$ cat src/pkg/ictpkg_pkg.sv
package ictpkg_pkg;

    // Machine cycle shape
    localparam int STATES_PER_MC = 4;
    localparam int STRETCH_W = 3;

    // Register map of the plain port
    localparam logic [7:0] ADDR_CLOCK_CONTROL = 8'h8e;
    localparam logic [7:0] ADDR_POINTER_SELECT = 8'h86;
    localparam logic [7:0] ADDR_STATUS = 8'hf1;
    localparam logic [7:0] CLOCK_CONTROL_RESET = 8'h01;
    localparam logic [7:0] POINTER_SELECT_RESET = 8'h00;
    localparam int STRETCH_LSB = 0;
    localparam int POINTER_SELECT_BIT = 0;

    // Machine cycle counts per class
    localparam logic [3:0] MC_ONE = 4'h1;
    localparam logic [3:0] MC_TWO = 4'h2;
    localparam logic [3:0] MC_THREE = 4'h3;
    localparam logic [3:0] MC_FOUR = 4'h4;
    localparam logic [3:0] MC_FIVE = 4'h5;

    // Selected opcodes
    localparam logic [7:0] OP_DEC_DPTR = 8'ha5;
    localparam logic [7:0] OP_INC_DPTR = 8'ha3;

    // Flag update codes for the datapath
    typedef enum logic [3:0] {
        ICT_FL_NONE = 4'h0,
        ICT_FL_ARITH = 4'h1,   // C, OV, AC from result
        ICT_FL_MULDIV = 4'h2,  // C cleared, OV from result
        ICT_FL_DA = 4'h3,      // C from result only
        ICT_FL_CY_RES = 4'h4,  // C from result only
        ICT_FL_CY_SET = 4'h5,
        ICT_FL_CY_CLR = 4'h6
    } ict_flag_t;

    typedef struct packed {
        logic [7:0] opcode;
        logic [3:0] mcycles;
        logic [1:0] nbytes;
        logic is_movx;
        logic movx_write;
        logic movx_dptr;
        logic [2:0] reg_sel;
        logic ind_sel;
        logic is_abs;
        logic abs_call;
        logic [2:0] abs_hi;
        logic dptr_dec;
        logic dptr_sel;
        ict_flag_t flags;
    } ict_decode_t;

endpackage

$ cat src/hw/ict_sequencer.sv
`timescale 1ns/1ps
module ict_sequencer #(
    parameter int STRETCH_W = ictpkg_pkg::STRETCH_W
) (
    // Clock and reset
    input wire logic clk_sys_i,
    input wire logic rst_i,
    // Program memory
    input wire logic [7:0] code_byte_i,
    input wire logic code_valid_i,
    output logic fetch_o,
    // Register port
    input wire logic [7:0] reg_addr_i,
    input wire logic [7:0] reg_wdata_i,
    input wire logic reg_wr_i,
    input wire logic reg_rd_i,
    output logic [7:0] reg_rdata_o,
    // Datapath side
    output ictpkg_pkg::ict_decode_t decode_o,
    output logic [3:0] state_o,
    output logic [3:0] mcycle_o,
    output logic instr_done_o,
    output logic movx_access_o
);

    ////////////////////////////////////////////////////////////////////
    typedef enum logic [3:0] {
        ICT_C1 = 4'b0001,
        ICT_C2 = 4'b0010,
        ICT_C3 = 4'b0100,
        ICT_C4 = 4'b1000
    } ict_state_t;

    // Opcode class to machine cycles; unlisted opcodes take one, or two when two bytes long
    function automatic logic [3:0] ict_cycles(input logic [7:0] op);
        logic [3:0] n;
        n = ictpkg_pkg::MC_ONE;
        if (op[3:0] == 4'h1)
            n = ictpkg_pkg::MC_THREE;
        else if (op == 8'ha4 || op == 8'h84)
            n = ictpkg_pkg::MC_FIVE;
        else if (op == 8'he0 || op == 8'he2 || op == 8'he3 ||
                 op == 8'hf0 || op == 8'hf2 || op == 8'hf3)
            n = ictpkg_pkg::MC_TWO;
        else if (op == 8'h12 || op == 8'h02 || op == 8'h10 || op == 8'h20 ||
                 op == 8'h30 || op == 8'hd5 || op[7:2] == 6'b101101 ||
                 op[7:3] == 5'b10111)
            n = ictpkg_pkg::MC_FOUR;
        else if (op == 8'h80 || op == 8'h40 || op == 8'h50 || op == 8'h60 ||
                 op == 8'h70 || op[7:3] == 5'b11011)
            n = ictpkg_pkg::MC_THREE;
        else if (op == 8'h53 || op == 8'h43 || op == 8'h63 || op == 8'h85 ||
                 op == 8'h75 || op == 8'h90)
            n = ictpkg_pkg::MC_THREE;
        else if (op == 8'h22 || op == 8'h32 || op == 8'h73 || op == 8'h93 ||
                 op == ictpkg_pkg::OP_INC_DPTR || op == ictpkg_pkg::OP_DEC_DPTR ||
                 op == 8'hc0 || op == 8'hd0)
            n = ictpkg_pkg::MC_TWO;
        else if (ict_bytes(op) == 2'd2)
            n = ictpkg_pkg::MC_TWO;
        return n;
    endfunction

    // Instruction length in bytes
    function automatic logic [1:0] ict_bytes(input logic [7:0] op);
        logic [1:0] b;
        b = 2'd1;
        if (op[3:0] == 4'h1 || op == 8'h80 || op == 8'h40 || op == 8'h50 ||
            op == 8'h60 || op == 8'h70 || op[7:3] == 5'b11011)
            b = 2'd2;
        else if (op == 8'h12 || op == 8'h02 || op == 8'h10 || op == 8'h20 ||
                 op == 8'h30 || op == 8'hd5 || op[7:2] == 6'b101101 ||
                 op[7:3] == 5'b10111 || op == 8'h53 || op == 8'h43 ||
                 op == 8'h63 || op == 8'h85 || op == 8'h75 || op == 8'h90)
            b = 2'd3;
        else if (op[3:0] == 4'h5 && op != ictpkg_pkg::OP_DEC_DPTR)
            b = 2'd2;
        else if (op[3:0] == 4'h4 && op[7:4] >= 4'h2 && op[7:4] <= 4'h9 &&
                 op != 8'h84)
            b = 2'd2;
        else if (op[7:3] == 5'b01111 || op[7:3] == 5'b10001 ||
                 op[7:3] == 5'b10101 || op[7:1] == 7'b1010011 ||
                 op[7:1] == 7'b0111011 || op[7:1] == 7'b1000011)
            b = 2'd2;
        else if (op == 8'h52 || op == 8'h42 || op == 8'h62 || op == 8'h82 ||
                 op == 8'hb0 || op == 8'h72 || op == 8'ha0 || op == 8'ha2 ||
                 op == 8'h92 || op == 8'hb2 || op == 8'hc2 || op == 8'hd2 ||
                 op == 8'hc0 || op == 8'hd0)
            b = 2'd2;
        return b;
    endfunction

    // Flag update class
    function automatic ictpkg_pkg::ict_flag_t ict_flags(input logic [7:0] op);
        ictpkg_pkg::ict_flag_t f;
        f = ictpkg_pkg::ICT_FL_NONE;
        if (op[7:4] == 4'h2 || op[7:4] == 4'h3 || op[7:4] == 4'h9)
        begin
            if (op[3:0] >= 4'h4)
                f = ictpkg_pkg::ICT_FL_ARITH;
        end
        if (op == 8'ha4 || op == 8'h84)
            f = ictpkg_pkg::ICT_FL_MULDIV;
        else if (op == 8'hd4)
            f = ictpkg_pkg::ICT_FL_DA;
        else if (op == 8'hd3)
            f = ictpkg_pkg::ICT_FL_CY_SET;
        else if (op == 8'hc3)
            f = ictpkg_pkg::ICT_FL_CY_CLR;
        else if (op == 8'h13 || op == 8'h33 || op == 8'hb3 || op == 8'h82 ||
                 op == 8'hb0 || op == 8'h72 || op == 8'ha0 || op == 8'ha2 ||
                 op[7:2] == 6'b101101 || op[7:3] == 5'b10111)
            f = ictpkg_pkg::ICT_FL_CY_RES;
        return f;
    endfunction

    ////////////////////////////////////////////////////////////////////
    // Software visible settings
    logic [STRETCH_W-1:0] movx_stretch_field;
    logic pointer_select;
    logic [7:0] clock_control_sfr;
    assign clock_control_sfr = {{(8 - STRETCH_W){1'b0}}, movx_stretch_field};

    wire wr_clock_control = reg_wr_i && reg_addr_i == ictpkg_pkg::ADDR_CLOCK_CONTROL;
    wire wr_psel = reg_wr_i && reg_addr_i == ictpkg_pkg::ADDR_POINTER_SELECT;

    always_ff @(posedge clk_sys_i or posedge rst_i)
    begin
        if (rst_i)
        begin
            movx_stretch_field <= STRETCH_W'(ictpkg_pkg::CLOCK_CONTROL_RESET);
            pointer_select <= ictpkg_pkg::POINTER_SELECT_RESET[0];
        end
        else
        begin
            if (wr_clock_control)
                movx_stretch_field <= reg_wdata_i[STRETCH_W-1:0];
            if (wr_psel)
                pointer_select <= reg_wdata_i[ictpkg_pkg::POINTER_SELECT_BIT];
        end
    end

    ////////////////////////////////////////////////////////////////////
    // Sequencer state
    ict_state_t state;
    ict_state_t next_state;
    ictpkg_pkg::ict_decode_t cur;
    logic [3:0] mc_count;
    logic [3:0] mc_total;

    // Holds in C1 until program memory delivers the opcode
    wire opcode_ok = state == ICT_C1 && code_valid_i && mc_count == 4'h0;
    wire last_state = state == ICT_C4;
    wire last_mc = mc_count + 4'h1 >= mc_total;
    wire finish = last_state && last_mc && mc_count != 4'h0 || last_state && mc_total == 4'h1;
    // Index moves only at the C4 to C1 boundary
    wire [3:0] next_mc_count = last_state ? (last_mc ? 4'h0 : mc_count + 4'h1) : mc_count;
    // One byte per machine cycle, only while bytes remain; a stalled C1 keeps asking
    wire next_fetch = next_state == ICT_C1 && (last_state ?
                      (last_mc || (mc_count + 4'h1) < {2'b00, cur.nbytes}) :
                      state == ICT_C1);
    // Access cycles follow the opcode fetch cycle
    wire next_access = cur.is_movx && next_mc_count != 4'h0;

    wire [3:0] base_mc = ict_cycles(code_byte_i);
    wire is_movx_op = code_byte_i[7:5] == 3'b111 && code_byte_i[3:0] != 4'h1 &&
                      (code_byte_i[3:0] == 4'h0 || code_byte_i[3:1] == 3'b001);
    // Stretch lengthens the access cycle, not the fetch
    wire [3:0] total_mc = is_movx_op ?
                          4'(base_mc + {1'b0, movx_stretch_field}) : base_mc;

    ictpkg_pkg::ict_decode_t next_decode;
    always_comb
    begin
        next_decode = '0;
        next_decode.opcode = code_byte_i;
        next_decode.mcycles = total_mc;
        next_decode.nbytes = ict_bytes(code_byte_i);
        next_decode.is_movx = is_movx_op;
        next_decode.movx_write = code_byte_i[4];
        next_decode.movx_dptr = code_byte_i[1:0] == 2'b00;
        next_decode.reg_sel = code_byte_i[2:0];
        next_decode.ind_sel = code_byte_i[0];
        next_decode.is_abs = code_byte_i[3:0] == 4'h1;
        next_decode.abs_call = code_byte_i[4];
        next_decode.abs_hi = code_byte_i[7:5];
        next_decode.dptr_dec = code_byte_i == ictpkg_pkg::OP_DEC_DPTR;
        next_decode.dptr_sel = pointer_select;
        next_decode.flags = ict_flags(code_byte_i);
    end

    // Four states in strict order, one per clock except C1, which holds while the opcode is not valid
    always_comb
    begin
        case (state)
            ICT_C1: next_state = (mc_count == 4'h0 && !code_valid_i) ? ICT_C1 : ICT_C2;
            ICT_C2: next_state = ICT_C3;
            ICT_C3: next_state = ICT_C4;
            ICT_C4: next_state = ICT_C1;
            default: next_state = ICT_C1;
        endcase
    end

    always_ff @(posedge clk_sys_i or posedge rst_i)
    begin
        if (rst_i)
        begin
            state <= ICT_C1;
            cur <= '0;
            mc_count <= 4'h0;
            mc_total <= 4'h1;
        end
        else
        begin
            state <= next_state;
            if (opcode_ok)
            begin
                cur <= next_decode;
                mc_total <= total_mc;
            end
            mc_count <= next_mc_count;
        end
    end

    ////////////////////////////////////////////////////////////////////
    // Read data stand one cycle after the strobe, zero otherwise
    logic [7:0] read_mux;
    always_comb
    begin
        read_mux = 8'h00;
        if (!reg_rd_i)
            read_mux = 8'h00;
        else if (reg_addr_i == ictpkg_pkg::ADDR_CLOCK_CONTROL)
            read_mux = clock_control_sfr;
        else if (reg_addr_i == ictpkg_pkg::ADDR_POINTER_SELECT)
            read_mux = {7'h00, pointer_select};
        else if (reg_addr_i == ictpkg_pkg::ADDR_STATUS)
            read_mux = {mc_count, state};
    end

    always_ff @(posedge clk_sys_i or posedge rst_i)
    begin
        if (rst_i)
            reg_rdata_o <= 8'h00;
        else
            reg_rdata_o <= read_mux;
    end

    ////////////////////////////////////////////////////////////////////
    // Taken from next values so every output lines up with state_o
    always_ff @(posedge clk_sys_i or posedge rst_i)
    begin
        if (rst_i)
        begin
            decode_o <= '0;
            state_o <= 4'h1;
            mcycle_o <= 4'h0;
        end
        else
        begin
            decode_o <= opcode_ok ? next_decode : cur;
            state_o <= next_state;
            mcycle_o <= next_mc_count;
        end
    end

    // Strobes; a late one would smear into the next state
    always_ff @(posedge clk_sys_i or posedge rst_i)
    begin
        if (rst_i)
        begin
            fetch_o <= 1'b0;
            instr_done_o <= 1'b0;
            movx_access_o <= 1'b0;
        end
        else
        begin
            fetch_o <= next_fetch;
            instr_done_o <= finish;
            movx_access_o <= next_access;
        end
    end

endmodule

$ cat config.mk
export PLATFORM = sky130hd
export DESIGN_NAME = ict_sequencer
export DESIGN_NICKNAME = d
export VERILOG_FILES = /design/src/pkg/ictpkg_pkg.sv /design/src/hw/ict_sequencer.sv
export SDC_FILE = /design/constraint.sdc
export NUM_CORES = 1
export LEC_CHECK = 0
export ABC_AREA = 1
export BUFFER_PORTS_ARGS = -buffer_cell sky130_fd_sc_hd__buf_2
export CORE_MARGIN = 2
export CORE_UTILIZATION = 50
export CTS_BUF_LIST = sky130_fd_sc_hd__clkbuf_4
export CTS_CLUSTER_DIAMETER = 100
export CTS_CLUSTER_SIZE = 28
export DETAILED_ROUTE_END_ITERATION = 10
export GPL_TIMING_DRIVEN = 0
export PLACE_DENSITY_LB_ADDON = 0.12
export REMOVE_ABC_BUFFERS = 1
export SYNTH_ARGS = -nofsm -noshare
export SYNTH_HDL_FRONTEND = slang
export SYNTH_SLANG_ARGS = --single-unit
$ cat constraint.sdc
create_clock -name clk_sys_i -period 5.8 [get_ports clk_sys_i]
set_input_delay 1.16 -clock clk_sys_i [delete_from_list [all_inputs] [get_ports clk_sys_i]]
set_output_delay 1.16 -clock clk_sys_i [all_outputs]
set_load 0.01 [all_outputs]
==> summary.md <==
| Metric | Value |
|---|---|
| Share of the clock period used by the worst path | `0.548` |
| Worst Tran Pin Value | `1030 ps` |
| CTS Hold Bufs | `0` |
| Initial Util | `0.519` |
| Switch share | `0.408` |
| Core Footprint | `5140 um2` |
| Antenna diode count | `0` |
| Synth warnings | `0` |
| Maximum level of the CTS H-tree | `2` |
| Final clock skew | `19.2 ps` |
| DR DRC count | `0` |
| Area taken by multi-input logic gates | `1200 um2` |
| Simple-Gate Fraction of Synth Area | `0.282` |
| Routed WL | `5690 um` |
| Clk buf depth | `2` |
| Drt pass-1 iters | `4` |
| Vias in the first global route | `2,140` |
| Final setup fails | `0` |
| Non-Filler Instances | `480` |
| Critical path class | `in -> reg` |
| Post-Syn Area per Cell | `7.71 um2` |
| Number of synthesized register bits | `46` |
| Setup TNS | `0 ps` |
| Boundary Pins | `80` |
| Die X | `77.0 um` |
| Synth unique cells | `35` |
| Sequential fraction of the synthesis area | `0.433` |
| R2R setup slack | `3130 ps` |
| Clock share of power | `0.146` |
| Vias | `2,344` |
| Post-detailed-route wirelength per cell | `11.9 um` |
| GR Util All Layers | `0.204` |
| Compound-gate portion of the synthesized area | `0.0957` |
| Via density | `4.88` |
| P_leak | `1.71 nW` |
| Setup Fix Bufs, Post-CTS | `0` |
| Row cnt | `26` |
| Pwr Total | `0.00103 W` |
| Synth Cell Area | `2670 um2` |
| Syn Inst Count | `346` |
| Peak supply drop | `186 uV` |
| Internal cell power | `0.000608 W` |
| Worst endpoint required time | `6070 ps` |
| Ratio of cells with drive above 1 in the final layout | `0.244` |
| Multiplexer share of the synthesized area | `0.00844` |
| Achievable Freq | `315 MHz` |
| Outcome | `finished clean` |
| Largest fanout on the critical path | `5` |
| Clock latency on the worst-skew pair | `370 ps` |
| Hold Crit Class | `reg -> reg` |
| TritonCTS Buffers | `5` |
| Fraction of registers with async set/reset | `1.00` |
| Post-route ant nets | `0` |
| Clock transition at path regs | `120 ps` |
| Die Area | `5940 um2` |
| Largest family of logic cells by synthesized area | `simple AND/OR/NAND/NOR gates` |
| Drt initial violations | `97` |
| GPL Wtd Cong | `0.903` |
| Power per cell area | `335 nW/um2` |
| Die Y | `77.0 um` |
| Number of gates resized after cts | `0` |
| Cell at the root of the clock tree | `clkbuf_4` |
| Hpwl dp | `4450 um` |
| Max-cap violations | `0` |
| Combinational power share | `0.410` |
| Final slew viol count | `0` |
| Fin crit period | `3180 ps` |
| Synth Area in Adders | `0.0544` |
| Commonest non-fill, non-tap cell in the layout | `nand2_1` |
| NetSw | `0.000420 W` |
| I/O Buffers | `73` |
| Fillers | `513` |
| Setup crit end kind | `flip-flop` |
| Final Hold Violating Endpoints | `0` |
| Nets | `449` |
| CTS Sinks | `46` |
| Placed Cells | `472` |
| Most frequent cells in the layout | `nand2_1 (85), buf_2 (73), inv_1 (46)` |
| Area occupied by registers | `1150 um2` |
| Largest net degree at the start of global routing | `42` |
| CTS tree | `yes` |
| Overflow after GRT | `0` |
| Crit path DAT | `3450 ps` |
| XOR/XNOR Fraction of Synth Area | `0.00985` |
| Top_reg_cell synth | `dfrtp_1` |
| RSZ-0062 raised after global routing | `false` |
| Initial antenna violation count | `0` |
| Area delta synth->final | `15.1%` |
| Sequential power share | `0.444` |
| CP startpoint kind | `primary input` |
| Post-synth EDFFs | `0` |
| First-pass GRT wire length | `9790 um` |
| Max_slew headroom | `0.309` |
## flip-flops by register name, summed over array words and instances, names as in the netlist
name and cells:
reg_rdata_o 8, state_o 4, decode_o 19, pointer_select 1
fetch_o 1, movx_stretch_field 3, mcycle_o 4, instr_done_o 1
mc_total 4, movx_access_o 1
## layer usage
layer / vias up / track usage / part of all wire
li1: 1223 / - / -
met1: 1051 / 0.295 / 0.50
met2: 65 / 0.320 / 0.44
met3: 5 / 0.0400 / 0.051
met4: 0 / 0.0482 / 0.0090
met5: - / 0 / 0
## synthesized netlist by cell type, drive strengths merged, types with 2 or more instances
cell,count,area [um2]
nand2,88,338
inv,49,184
dfrtp,43,1080
nor2,38,153
o21ai,28,140
nand3,18,95.1
buf,15,113
nor3,13,81.3
a21oi,12,60.1
ha,10,125
nand4,4,31.3
nor4,4,31.3
clkbuf,3,11.3
dfstp,3,78.8
a31oi,2,12.5
mux2,2,22.5
nor3b,2,15.0
o211ai,2,15.0
o22ai,2,12.5
xnor2,2,17.5
## layout make-up
cell class              count  area share
multi-input cells         233       0.392
clock buffers               5      0.0122
clock inverters             3     0.00530
flip-flops and latches     46       0.376
well taps                  70      0.0285
inverters                  49      0.0599
repair buffers             74       0.126
## cells by family (layout without fill, tap and decap cells)
family,after synthesis,in the layout
adder cells (fa/ha/maj),11,11
AND/OR/NAND/NOR,168,168
XOR/XNOR,3,3
flip-flops,46,46
other,1,1
AO/OA/AOI/OAI,48,48
multiplexers,2,2
buffers and inverters,67,131
## metrics by stage
step / hold WS, ps / instance area, um2 / util / worst slack (ps)
3_3_place_gp: 461 / 3000 / 0.583 / 2280
3_5_place_dp: 464 / 3020 / 0.587 / 2270
5_1_grt: 524 / 3070 / 0.597 / 2410
2_1_floorplan: 457 / 2540 / - / 2730
6_report: 495 / 3070 / 0.597 / 2620
4_1_cts: 500 / 3070 / 0.597 / 2650
## worst paths after layout
path,start,cells after the start,endpoint
max,code_byte_i[3],19,mc_total[2]
min,mc_total[0],2,mc_total[0]
max reg2reg,mcycle_o[0],8,mc_total[3]
min reg2reg,mc_total[0],2,mc_total[0]
max in group asynchronous,rst_i,3,movx_stretch_field[0]
min in group asynchronous,rst_i,2,decode_o[25]
## power groups by stage
stage,combinational (W),clock (W),sequential [W]
finish,0.000421,0.000150,0.000456
global route,0.000477,0.000172,0.000471
CTS,0.000427,0.000156,0.000459
detailed placement,0.000426,0,0.000464
global placement,0.000415,0,0.000462
floorplan,0.000204,0,0.000512
## critical path, cell delays in order
cell and delay [ps]:
buf_2 120, inv_1 100, nand2_2 90, nor2_1 300, nand2_1 100, nand2_1 90, nor2_1 50, nand3_2 60
nand2_1 70, nand2_1 80, nand2_1 50, nand2_1 70, nand2_1 60, ha_1 200, fa_1 390, xnor2_1 130
o21ai_0 160, nand2_1 80, o21ai_0 80
Power figures use the tool's default switching activity.
